File: src/design/avss_pkg.sv
/*
  package for the auxiliary video source select link: widths, enable
  reset values and the dot clock divider count.
  assumes: both ends run on one 200 MHz clock, link pins sampled.
*/
package avss_pkg;
  // -------------------------------------------------------------------
  // widths and reset values
  // -------------------------------------------------------------------
  localparam int          PIX_W         = 8;
  localparam logic        EN_N_RESET    = 1'b1;
  localparam logic [7:0]  PIX_RESET     = 8'h00;
  localparam logic [2:0]  SYNC_RESET    = 3'h7;
  // -------------------------------------------------------------------
  // timing
  // -------------------------------------------------------------------
  localparam int          MCLK_PERIOD_NS = 5;
  localparam int          DOT_PERIOD_NS  = 40;
  localparam int          DOT_HALF_CYC   = DOT_PERIOD_NS / (2 * MCLK_PERIOD_NS);
  localparam int          SYNC_STAGES    = 3;
endpackage

File: src/design/avss_link_if.sv
/*
  link between system-board video end and adapter end.
  assumes: the bench resolves open-drain/tristate levels from the enables;
  enables default high (pull-up) when nobody pulls them low.
*/
`timescale 1ns/10ps
interface avss_link_if;
  logic [7:0] brd_pix;
  logic       brd_pix_oe_n;
  logic [7:0] ad_pix;
  logic       ad_pix_oe_n;
  logic [2:0] brd_sync;
  logic       brd_sync_oe_n;
  logic [2:0] ad_sync;
  logic       ad_sync_oe_n;
  logic       brd_dot_clock;
  logic       brd_dot_clock_oe_n;
  logic       ad_dot_clock;
  logic       ad_dot_clock_oe_n;
  logic       ext_sync_en_n;
  logic       ext_pixel_en_n;
  logic       ext_dotclk_en_n;
  logic       ad_sync_en_pull;
  logic       ad_pixel_en_pull;
  logic       ad_dotclk_en_pull;
  logic [7:0] pixel_addr;
  logic [2:0] sync_bus;
  logic       dot_clock;
  modport board (
    output brd_pix, brd_pix_oe_n, brd_sync, brd_sync_oe_n, brd_dot_clock, brd_dot_clock_oe_n,
    input  ext_sync_en_n, ext_pixel_en_n, ext_dotclk_en_n, pixel_addr, sync_bus,
    input  dot_clock
  );
  modport adapter (
    output ad_pix, ad_pix_oe_n, ad_sync, ad_sync_oe_n, ad_dot_clock, ad_dot_clock_oe_n,
    output ad_sync_en_pull, ad_pixel_en_pull, ad_dotclk_en_pull,
    input  sync_bus, dot_clock
  );
endinterface

File: src/design/avss_board.sv
/*
  system-board video end: drives sync, blank, pixel bits and dot clock
  unless the adapter pulls the matching enable low; holds the palette
  capture stage that latches pixel bits on dot clock rising edges.
  assumes: link pins are asynchronous to i_mclk and pass 3 flip-flops.
*/
// Summary of operation
// - palette captures pixel bits on dot rising edge
// - selected source drives eight-bit pixel word
// - blank low forces colour output to zero
// - sync enable high: board drives sync group
// - pixel enable high: board drives pixel bits
// - clock enable high: board makes dot clock
// - adapter clock implies adapter pixel data
// - enables default high via pull-up
// - board timing follows adapter clock when external
`timescale 1ns/10ps
module avss_board
  import avss_pkg::*;
#(
  parameter int DIV_HALF = DOT_HALF_CYC
)(
  input  wire logic       i_mclk,
  input  wire logic       i_resetn,
  input  wire logic [7:0] i_pixel,
  input  wire logic [2:0] i_sync,
  output logic [7:0]      o_colour_index,
  output logic            o_colour_on,
  output logic            o_dot_edge,
  avss_link_if.board      link
);
  // -------------------------------------------------------------------
  // pin synchronisers, three stages each
  // -------------------------------------------------------------------
  // a change counts once stages 2 and 3 agree, so a bit caught
  // mid-transition never reaches the capture logic
  // limitation: a dot clock phase shorter than two mclk cycles is lost
  localparam int SW = 3 + 8 + 3 + 1;
  logic [SW-1:0] pins;
  logic [SW-1:0] s1_ff, nxt_s1;
  logic [SW-1:0] s2_ff, nxt_s2;
  logic [SW-1:0] s3_ff, nxt_s3;
  logic [SW-1:0] stable_ff, nxt_stable;
  logic [SW-1:0] stable;

  assign pins = {link.ext_sync_en_n, link.ext_pixel_en_n, link.ext_dotclk_en_n,
                 link.pixel_addr, link.sync_bus, link.dot_clock};

  genvar g;
  generate
    for (g = 0; g < SW; g++) begin : g_agree
      assign nxt_stable[g] = (s2_ff[g] == s3_ff[g]) ? s3_ff[g] : stable_ff[g];
    end
  endgenerate

  always_comb begin
    nxt_s1 = pins;
    nxt_s2 = s1_ff;
    nxt_s3 = s2_ff;
  end

  // reset to all ones: enables read high, the board owns every group
  always_ff @(posedge i_mclk or negedge i_resetn) begin
    if (!i_resetn) begin
      s1_ff     <= {SW{1'b1}};
      s2_ff     <= {SW{1'b1}};
      s3_ff     <= {SW{1'b1}};
      stable_ff <= {SW{1'b1}};
    end else begin
      s1_ff     <= nxt_s1;
      s2_ff     <= nxt_s2;
      s3_ff     <= nxt_s3;
      stable_ff <= nxt_stable;
    end
  end
  assign stable = stable_ff;

  // latency: a pin change shows here 4 to 5 cycles later
  logic       en_sync_n, en_pix_n, en_dot_clock_n;
  logic [7:0] pix_s;
  logic       blank_n_s;
  logic       dot_clock_s;
  assign en_sync_n = stable[14];
  assign en_pix_n  = stable[13];
  assign en_dot_clock_n = stable[12];
  assign pix_s     = stable[11:4];
  assign blank_n_s = stable[1];
  assign dot_clock_s    = stable[0];

  // one decode for the pixel and clock groups: own value while the enable reads
  // high, the synchronised pin otherwise
  function automatic logic [7:0] pick_source(input logic       en_n,
                                             input logic [7:0] own,
                                             input logic [7:0] ext);
    pick_source = en_n ? own : ext;
  endfunction

  // -------------------------------------------------------------------
  // dot clock divider and source choice
  // -------------------------------------------------------------------
  logic [7:0] div_ff, nxt_div;
  logic       dot_clock_ff, nxt_dot_clock;
  logic       dprev_ff, nxt_dprev;
  logic [7:0] clk_pick;
  logic       clk_src;
  logic       rise;

  // external clock taken from the synchronised pin
  assign clk_pick = pick_source(en_dot_clock_n, {7'h00, dot_clock_ff}, {7'h00, dot_clock_s});
  assign clk_src  = clk_pick[0];
  assign rise     = clk_src && !dprev_ff;

  // divider keeps running while the adapter owns the clock, so a handback
  // needs no restart; the cost is one idle toggler
  // rise is seen in the same cycle the source goes high, on top of the
  // synchroniser delay when the clock is external
  always_comb begin
    nxt_div  = div_ff + 8'h01;
    nxt_dot_clock = dot_clock_ff;
    if (div_ff == 8'(DIV_HALF - 1)) begin
      nxt_div  = 8'h00;
      nxt_dot_clock = !dot_clock_ff;
    end
    nxt_dprev = clk_src;
  end

  always_ff @(posedge i_mclk or negedge i_resetn) begin
    if (!i_resetn) begin
      div_ff   <= 8'h00;
      dot_clock_ff  <= 1'b0;
      dprev_ff <= 1'b0;
    end else begin
      div_ff   <= nxt_div;
      dot_clock_ff  <= nxt_dot_clock;
      dprev_ff <= nxt_dprev;
    end
  end

  // -------------------------------------------------------------------
  // board drive registers and palette capture
  // -------------------------------------------------------------------
  logic [7:0] bpix_ff, nxt_bpix;
  logic [2:0] bsync_ff, nxt_bsync;
  logic [7:0] cap_ff, nxt_cap;
  logic       on_ff, nxt_on;
  logic       edge_ff, nxt_edge;
  logic [7:0] colour_ff, nxt_colour;
  logic [7:0] sel_pix;

  // pixel word from whichever side owns the lines
  assign sel_pix = pick_source(en_pix_n, bpix_ff, pix_s);

  // own word taken from the register while the board owns the lines,
  // which saves the synchroniser delay on the board path
  always_comb begin
    nxt_bpix  = bpix_ff;
    nxt_bsync = i_sync;
    nxt_cap   = cap_ff;
    nxt_on    = on_ff;
    nxt_edge  = rise;
    // new board word right after a rising edge, stable by the next
    if (rise) begin
      nxt_bpix = i_pixel;
      nxt_cap  = sel_pix;
      nxt_on   = blank_n_s;
    end
    if (!blank_n_s) begin
      nxt_on = 1'b0;
    end
    // colour forced to zero while blanked
    nxt_colour = nxt_on ? nxt_cap : 8'h00;
  end

  // edge pulse lasts one mclk per detected rise
  always_ff @(posedge i_mclk or negedge i_resetn) begin
    if (!i_resetn) begin
      bpix_ff   <= PIX_RESET;
      bsync_ff  <= SYNC_RESET;
      cap_ff    <= PIX_RESET;
      on_ff     <= 1'b0;
      edge_ff   <= 1'b0;
      colour_ff <= PIX_RESET;
    end else begin
      bpix_ff   <= nxt_bpix;
      bsync_ff  <= nxt_bsync;
      cap_ff    <= nxt_cap;
      on_ff     <= nxt_on;
      edge_ff   <= nxt_edge;
      colour_ff <= nxt_colour;
    end
  end

  // -------------------------------------------------------------------
  // outputs and link drive
  // -------------------------------------------------------------------
  // outputs come straight from flip-flops, no glitches at the pins
  assign o_colour_index = colour_ff;
  assign o_colour_on    = on_ff;
  assign o_dot_edge     = edge_ff;

  // release groups the adapter claimed
  // a claim only moves while blanked, so a release never cuts a pixel
  assign link.brd_sync      = bsync_ff;
  assign link.brd_sync_oe_n = !en_sync_n;
  assign link.brd_pix       = bpix_ff;
  assign link.brd_pix_oe_n  = !en_pix_n;
  assign link.brd_dot_clock      = dot_clock_ff;
  assign link.brd_dot_clock_oe_n = !en_dot_clock_n;
endmodule

File: src/flat_wrapper.sv
// flat-port wrapper written by rule: the top's interface ports become plain ports
module avss_board_flat import avss_pkg::*;
#(
  parameter int DIV_HALF = DOT_HALF_CYC
)
  (i_mclk, i_resetn, i_pixel, i_sync, o_colour_index, o_colour_on, o_dot_edge, link_brd_pix, link_brd_pix_oe_n, link_brd_sync, link_brd_sync_oe_n, link_brd_dot_clock, link_brd_dot_clock_oe_n, link_ext_sync_en_n, link_ext_pixel_en_n, link_ext_dotclk_en_n, link_pixel_addr, link_sync_bus, link_dot_clock);
  avss_link_if link_i ();
  input  wire logic i_mclk;
  input  wire logic i_resetn;
  input  wire logic [7:0] i_pixel;
  input  wire logic [2:0] i_sync;
  output logic [7:0] o_colour_index;
  output logic o_colour_on;
  output logic o_dot_edge;
  output wire logic [$bits(link_i.brd_pix)-1:0] link_brd_pix;
  output wire logic [$bits(link_i.brd_pix_oe_n)-1:0] link_brd_pix_oe_n;
  output wire logic [$bits(link_i.brd_sync)-1:0] link_brd_sync;
  output wire logic [$bits(link_i.brd_sync_oe_n)-1:0] link_brd_sync_oe_n;
  output wire logic [$bits(link_i.brd_dot_clock)-1:0] link_brd_dot_clock;
  output wire logic [$bits(link_i.brd_dot_clock_oe_n)-1:0] link_brd_dot_clock_oe_n;
  input wire logic [$bits(link_i.ext_sync_en_n)-1:0] link_ext_sync_en_n;
  input wire logic [$bits(link_i.ext_pixel_en_n)-1:0] link_ext_pixel_en_n;
  input wire logic [$bits(link_i.ext_dotclk_en_n)-1:0] link_ext_dotclk_en_n;
  input wire logic [$bits(link_i.pixel_addr)-1:0] link_pixel_addr;
  input wire logic [$bits(link_i.sync_bus)-1:0] link_sync_bus;
  input wire logic [$bits(link_i.dot_clock)-1:0] link_dot_clock;
  assign link_brd_pix = link_i.brd_pix;
  assign link_brd_pix_oe_n = link_i.brd_pix_oe_n;
  assign link_brd_sync = link_i.brd_sync;
  assign link_brd_sync_oe_n = link_i.brd_sync_oe_n;
  assign link_brd_dot_clock = link_i.brd_dot_clock;
  assign link_brd_dot_clock_oe_n = link_i.brd_dot_clock_oe_n;
  assign link_i.ext_sync_en_n = link_ext_sync_en_n;
  assign link_i.ext_pixel_en_n = link_ext_pixel_en_n;
  assign link_i.ext_dotclk_en_n = link_ext_dotclk_en_n;
  assign link_i.pixel_addr = link_pixel_addr;
  assign link_i.sync_bus = link_sync_bus;
  assign link_i.dot_clock = link_dot_clock;
  avss_board #(.DIV_HALF(DIV_HALF)) u_core (.i_mclk(i_mclk), .i_resetn(i_resetn), .i_pixel(i_pixel), .i_sync(i_sync), .o_colour_index(o_colour_index), .o_colour_on(o_colour_on), .o_dot_edge(o_dot_edge), .link(link_i));
endmodule
File: config.mk
export PLATFORM = sky130hd
export DESIGN_NAME = avss_board_flat
export DESIGN_NICKNAME = d
export VERILOG_FILES = /design/src/design/avss_pkg.sv /design/src/design/avss_link_if.sv /design/src/design/avss_board.sv /design/src/flat_wrapper.sv
export SDC_FILE = /design/constraint.sdc
export NUM_CORES = 1
export LEC_CHECK = 0
export BUFFER_PORTS_ARGS = -buffer_cell sky130_fd_sc_hd__buf_2
export CORE_MARGIN = 2
export CORE_UTILIZATION = 35
export CTS_CLUSTER_SIZE = 40
export DETAILED_ROUTE_END_ITERATION = 10
export PLACE_DENSITY_LB_ADDON = 0.1
export SYNTH_ARGS = -nofsm -noshare
export SYNTH_HDL_FRONTEND = slang
export SYNTH_SLANG_ARGS = --single-unit
File: constraint.sdc
create_clock -name i_mclk -period 3.7 [get_ports i_mclk]
set_input_delay 0 -clock i_mclk [delete_from_list [all_inputs] [get_ports i_mclk]]
set_output_delay 0 -clock i_mclk [all_outputs]
set_load 0.02 [all_outputs]
After elaboration in Yosys (flattened, before gate mapping)
Cells that the tools add are included.
Widths: inputs -> output; s select.
Storage, ports and cells
  word-level logic and storage cells: 53
  bits of input ports: 28
  register bits: 97
  output and inout port bits: 25
Operators by class
  reductions and logical operators: 6
  equal/unequal tests: 14
  muxes and demuxes: 7
  add/subtract/negate cells: 1
Operators with widths (number)
  $mux 8: 4
  $eq 1x1->1: 13
  $add 8x1->8 const B: 1
  $eq 8x2->1 const B: 1
  $logic_not 1->1: 5
  $mux 1: 3
  $logic_and 1x1->1: 1

Longest topological paths before layout
  depth in word-level cells: 5
  depth in mapped cells: 5
  depth with buffers taken out: 4

Worst setup path after synthesis
Ideal clock, no wire load.
  path kind: reg-to-reg
  start point: register u_core.stable_ff[12] (netlist: u_core.stable[12])
  end point: register u_core.bpix_ff[0] (netlist: u_core.link.brd_pix[0])
  data required time: 3.575 ns
  path slack: 2.042 ns
  cell stages (with the launch flop): 6
  library setup time: 0.125 ns
  period minus slack after synthesis: 1.658 ns
  arrival: 1.533 ns
  buffers on the path: 1
  cell sequence: dfstp_2 -> mux2i_2 -> or2_1 -> buf_6 -> inv_6 -> mux2_4
Between the ends
  longest elaborated chain between the ends: 2
RTL lines
  start: declaration: RTL line avss_board.sv:43  | logic [SW-1:0] stable_ff, nxt_stable;
  start signal: assignment: RTL line avss_board.sv:68  | stable_ff <= {SW{1'b1}};
  start signal: assignment: RTL line avss_board.sv:73  | stable_ff <= nxt_stable;
  $mux 1: RTL line avss_board.sv:95  | pick_source = en_n ? own : ext;
  $logic_and 1x1->1: RTL line avss_board.sv:111  | assign rise = clk_src && !dprev_ff;
  via u_core.nxt_edge: RTL line avss_board.sv:146  | logic edge_ff, nxt_edge;
  end signal: assignment: RTL line avss_board.sv:184  | bpix_ff <= nxt_bpix;
  end: declaration: RTL line avss_board.sv:142  | logic [7:0] bpix_ff, nxt_bpix;
The timed path passes the listed nets, and every way through them passes these cells.
A chain may end at the register's enable or synchronous reset.

Final worst setup path
  start point: register u_core.stable_ff[12] (netlist: u_core.stable[12])
  end point: register u_core.bpix_ff[3] (netlist: u_core.link.brd_pix[3])
Same word-level chain as after synthesis.

==> results by group <==
Power and ir drop
  • Max IR drop VDD: 0.000203 V
  • PwrDens: 546 nW/um^2
  • LEAKAGE: 0.00181 uW

STA
  • RSZ-0062 raised after global routing: no
  • Worst-Margin Slew: 0.831 ns
  • Setup TNS: 0 ns
  • Fin Clk Skew: 0.00984 ns
  • Slew margin rel.: 44.6%
  • Max Clk Rate: 471 MHz
  • Final setup violating endpoints: 0
  • Crit share post-route: 57.4%
  • Fin. Hold Viols: 0
  • Minimum clock period: 2.12 ns
  • PnR worst setup slack: 1.58 ns
  • Pins over their slew limit: 0

Route
  • ANT nets after route: 0
  • Post-DR vias/cell: 4.61
  • 1st-pass router iterations: 4
  • Final WL: 5.20 mm
  • Routed length per instance: 13.6 um
  • DRC viols: 0
  • Number of vias after detailed routing: 1,766
  • Drt initial violations: 37

Critical path
  • Crit path largest cell delay: 0.57 ns
  • Slowest-stage cell, CP: dfstp_2
  • Required time worst endpoint: 3.93 ns
  • CP Data Arrival Time: 2.36 ns
  • Launch point of the worst path: u_core.stable[12]$_DFFE_PN1N_
  • Worst setup SP type: register
  • Crit-path cells: mux2i_2, buf_4, or2_1, inv_6, mux2_4
  • Worst r2r src: u_core.stable[12]$_DFFE_PN1N_
  • CP max FO: 18
  • Reg-to-reg endpoint: u_core.link.brd_pix[3]$_DFFE_PN0N_
  • Setup slack, reg-to-reg: 1.58 ns
  • Reg2Reg Depth: 5
  • Setup CP Type: register to register
  • Critical Path Sink: u_core.link.brd_pix[3]$_DFFE_PN0N_
  • Worst Setup End Kind: register

Clocking
  • Post-CTS Setup Inserts: 0
  • Longest Clk Path Bufs: 2
  • Resize count post-CTS: 0
  • CTS tree: yes
  • Clock Tree Root: clkbuf_8
  • Clock transition at path regs: 0.09 ns
  • CTS HTree Levels: 3
  • Clk_lat worst skew: 0.35 ns
  • Clock Sinks: 91
  • CTS buffer count: 9

Yosys
  • Area contributors post-synth: dfstp_2, dfrtp_1, maj3_1, mux2_4, o21ai_0
  • Syn Nets: 219
  • Synthesized flop and latch total: 91
  • YS warnings: 0
  • Post-Syn Instances: 190
  • Post-synth top area cell: dfstp_2
  • Sequential share of the synthesized area: 74.3%
  • Unique masters post-synth: 27
  • Share of the synthesized area in the top cell type: 45.7%
  • Cell area after synthesis: 3160 sq um
  • Average cell area after synthesis: 16.6 sq um

Status
  • Status: complete, no violations

Place
  • Pre-CTS WS: 1.58 ns
  • Port Buffers: 50
  • Placer Congestion: 0.731

Floorplan
  • Die height: 99.0 um
  • # IOs: 53
  • Cell Rows: 34
  • Starting Density: 36.2%
  • Die ar.: 9800 sq um
  • Die width: 99.0 um
  • Placeable core area: 8720 sq um

Layout
  • Antenna fix cells: 0
  • Nets: 299
  • Layout cells sized above 1: 48.7%
  • Fill count: 799
  • Area delta synth->final: 25.9%

Global route
  • Largest net degree at the start of global routing: 70
  • Antenna violations before repair: 0
  • Vias in the first global route: 1,788
  • Total grt overflow: 0
  • Gr usage total: 11.7%
  • Global-route wire length before repair: 8.95 mm

Min path
  • Hold WC Path Type: primary input to asynchronous set/reset pin

Flow run
  • # Max-Cap Violations: 0
==> flip-flops by register name, summed over array words and instances, names as in the netlist <==
signal / count
u_core.o_dot_edge: 1
u_core.o_colour_index: 8
u_core.link.brd_dot_clock: 1
u_core.cap_ff: 8
u_core.dprev_ff: 1
u_core.s3_ff: 13
u_core.o_colour_on: 1
u_core.link.brd_pix: 8
u_core.nxt_s3: 13
u_core.stable: 13
u_core.link.brd_sync: 3
u_core.nxt_s2: 13
u_core.div_ff: 8
==> routing by layer <==
layer | GRT usage (%) | vias to the layer above | wire length, um
met4 | 6.01 | 0 | 119
met2 | 15.6 | 38 | 2200
met1 | 17.2 | 886 | 2620
li1 | - | 832 | -
met3 | 3.33 | 10 | 256
met5 | 0 | - | 0
==> layout make-up <==
cell class	instances	area, sq um	share of cell area, %
Sequential cell	91	2350	59.0
Multi-Input combinational cell	86	743	18.7
Clock inverter	5	61.3	1.54
Clock buffer	11	151	3.81
Tap cell	108	135	3.40
Timing Repair Buffer	77	518	13.0
Inverter	5	23.8	0.597
==> worst max-delay path, delay by kind of cell, from the launching register on <==
| family | cells | cell delay, ns |
|---|---|---|
| buf+inv | 2 | 0.40 |
| mux | 2 | 0.52 |
| simple gates | 1 | 0.52 |
| flops | 1 | 0.57 |
==> repair_timing <==
item                                    in CTS  in global routing
endpoints found under the setup margin       0                  0
endpoints found under the hold margin       53                  0
hold buffers                                25                  0
==> cells in the final DEF, fill, tap and decap left out, types with 2 or more instances in the layout <==
cell | Yosys | layout
a41o_1 | 8 | 8
and3_1 | 2 | 2
buf_2 | 1 | 49
buf_4 | 0 | 3
clkbuf_8 | 0 | 11
clkinv_4 | 0 | 3
dfrtp_1 | 36 | 36
dfstp_2 | 55 | 55
dlygate4sd3_1 | 0 | 25
inv_1 | 4 | 4
maj3_1 | 13 | 13
mux2_4 | 8 | 8
mux2i_1 | 8 | 8
nand2b_1 | 2 | 2
nand3_1 | 5 | 5
nor4b_1 | 8 | 8
o21ai_0 | 17 | 17
xnor2_1 | 6 | 6
==> logic make-up after synthesis <==
logic type | after synthesis | share of synthesized area [%]
flip-flops | 91 | 74.3
XOR/XNOR | 6 | 1.66
AND/OR/NAND/NOR | 23 | 5.11
AO/OA/AOI/OAI | 26 | 5.47
adder cells (fa/ha/maj) | 14 | 4.51
buffers and inverters | 13 | 2.22
multiplexers | 17 | 6.77
==> Yosys cell counts <==
cell type	number
buf_2	1
xnor2_1	6
a41o_1	8
o21ai_0	17
clkbuf_1	4
dfrtp_1	36
mux2_4	8
o21a_1	1
ha_1	1
buf_1	1
maj3_1	13
mux2i_1	8
inv_1	4
dfstp_2	55
or3_1	1
and3_1	2
or4_4	1
nand2b_1	2
and2_1	1
nor2b_1	1
nor3_1	1
or2_1	1
nand3_1	5
inv_6	1
buf_6	2
nor4b_1	8
mux2i_2	1
==> through the flow <==
| stage | hold slack (ns) | util (%) | power (uW) | std cells | cell area [sq um] |
|---|---|---|---|---|---|
| 2_1_floorplan | -0.296 | - | 1380 | 190 | 3160 |
| 6_report | 0.285 | 45.6 | 2170 | 383 | 3980 |
| 5_1_grt | 0.268 | 45.6 | 2300 | 383 | 3980 |
| 3_5_place_dp | 0.106 | 40.3 | 1490 | 342 | 3520 |
| 3_3_place_gp | 0.105 | 40.3 | 1480 | 342 | 3520 |
| 4_1_cts | 0.253 | 45.6 | 2210 | 383 | 3980 |
==> power breakdown <==
part	leakage [uW]	switching (uW)	internal (uW)
Combinational	0.000661	143	136
Sequential	0.00104	73.7	1130
Clock	0.000109	341	352
==> worst min-delay path by stage <==
stage | from | endpoint | depth (start not counted)
after floorplan | i_resetn | u_core.cap_ff[0]$_DFF_PN0_ | 0
after global placement | link_pixel_addr[3] | u_core.nxt_s2[7]$_DFF_PN1_ | 1
after detailed placement | link_dot_clock | u_core.nxt_s2[0]$_DFF_PN1_ | 1
after CTS | link_pixel_addr[4] | u_core.nxt_s2[8]$_DFF_PN1_ | 2
after global routing | link_ext_dotclk_en_n | u_core.nxt_s2[12]$_DFF_PN1_ | 2
final | i_resetn | u_core.link.brd_pix[2]$_DFFE_PN0N_ | 2
No activity file was read; power rests on OpenSTA's default activity.
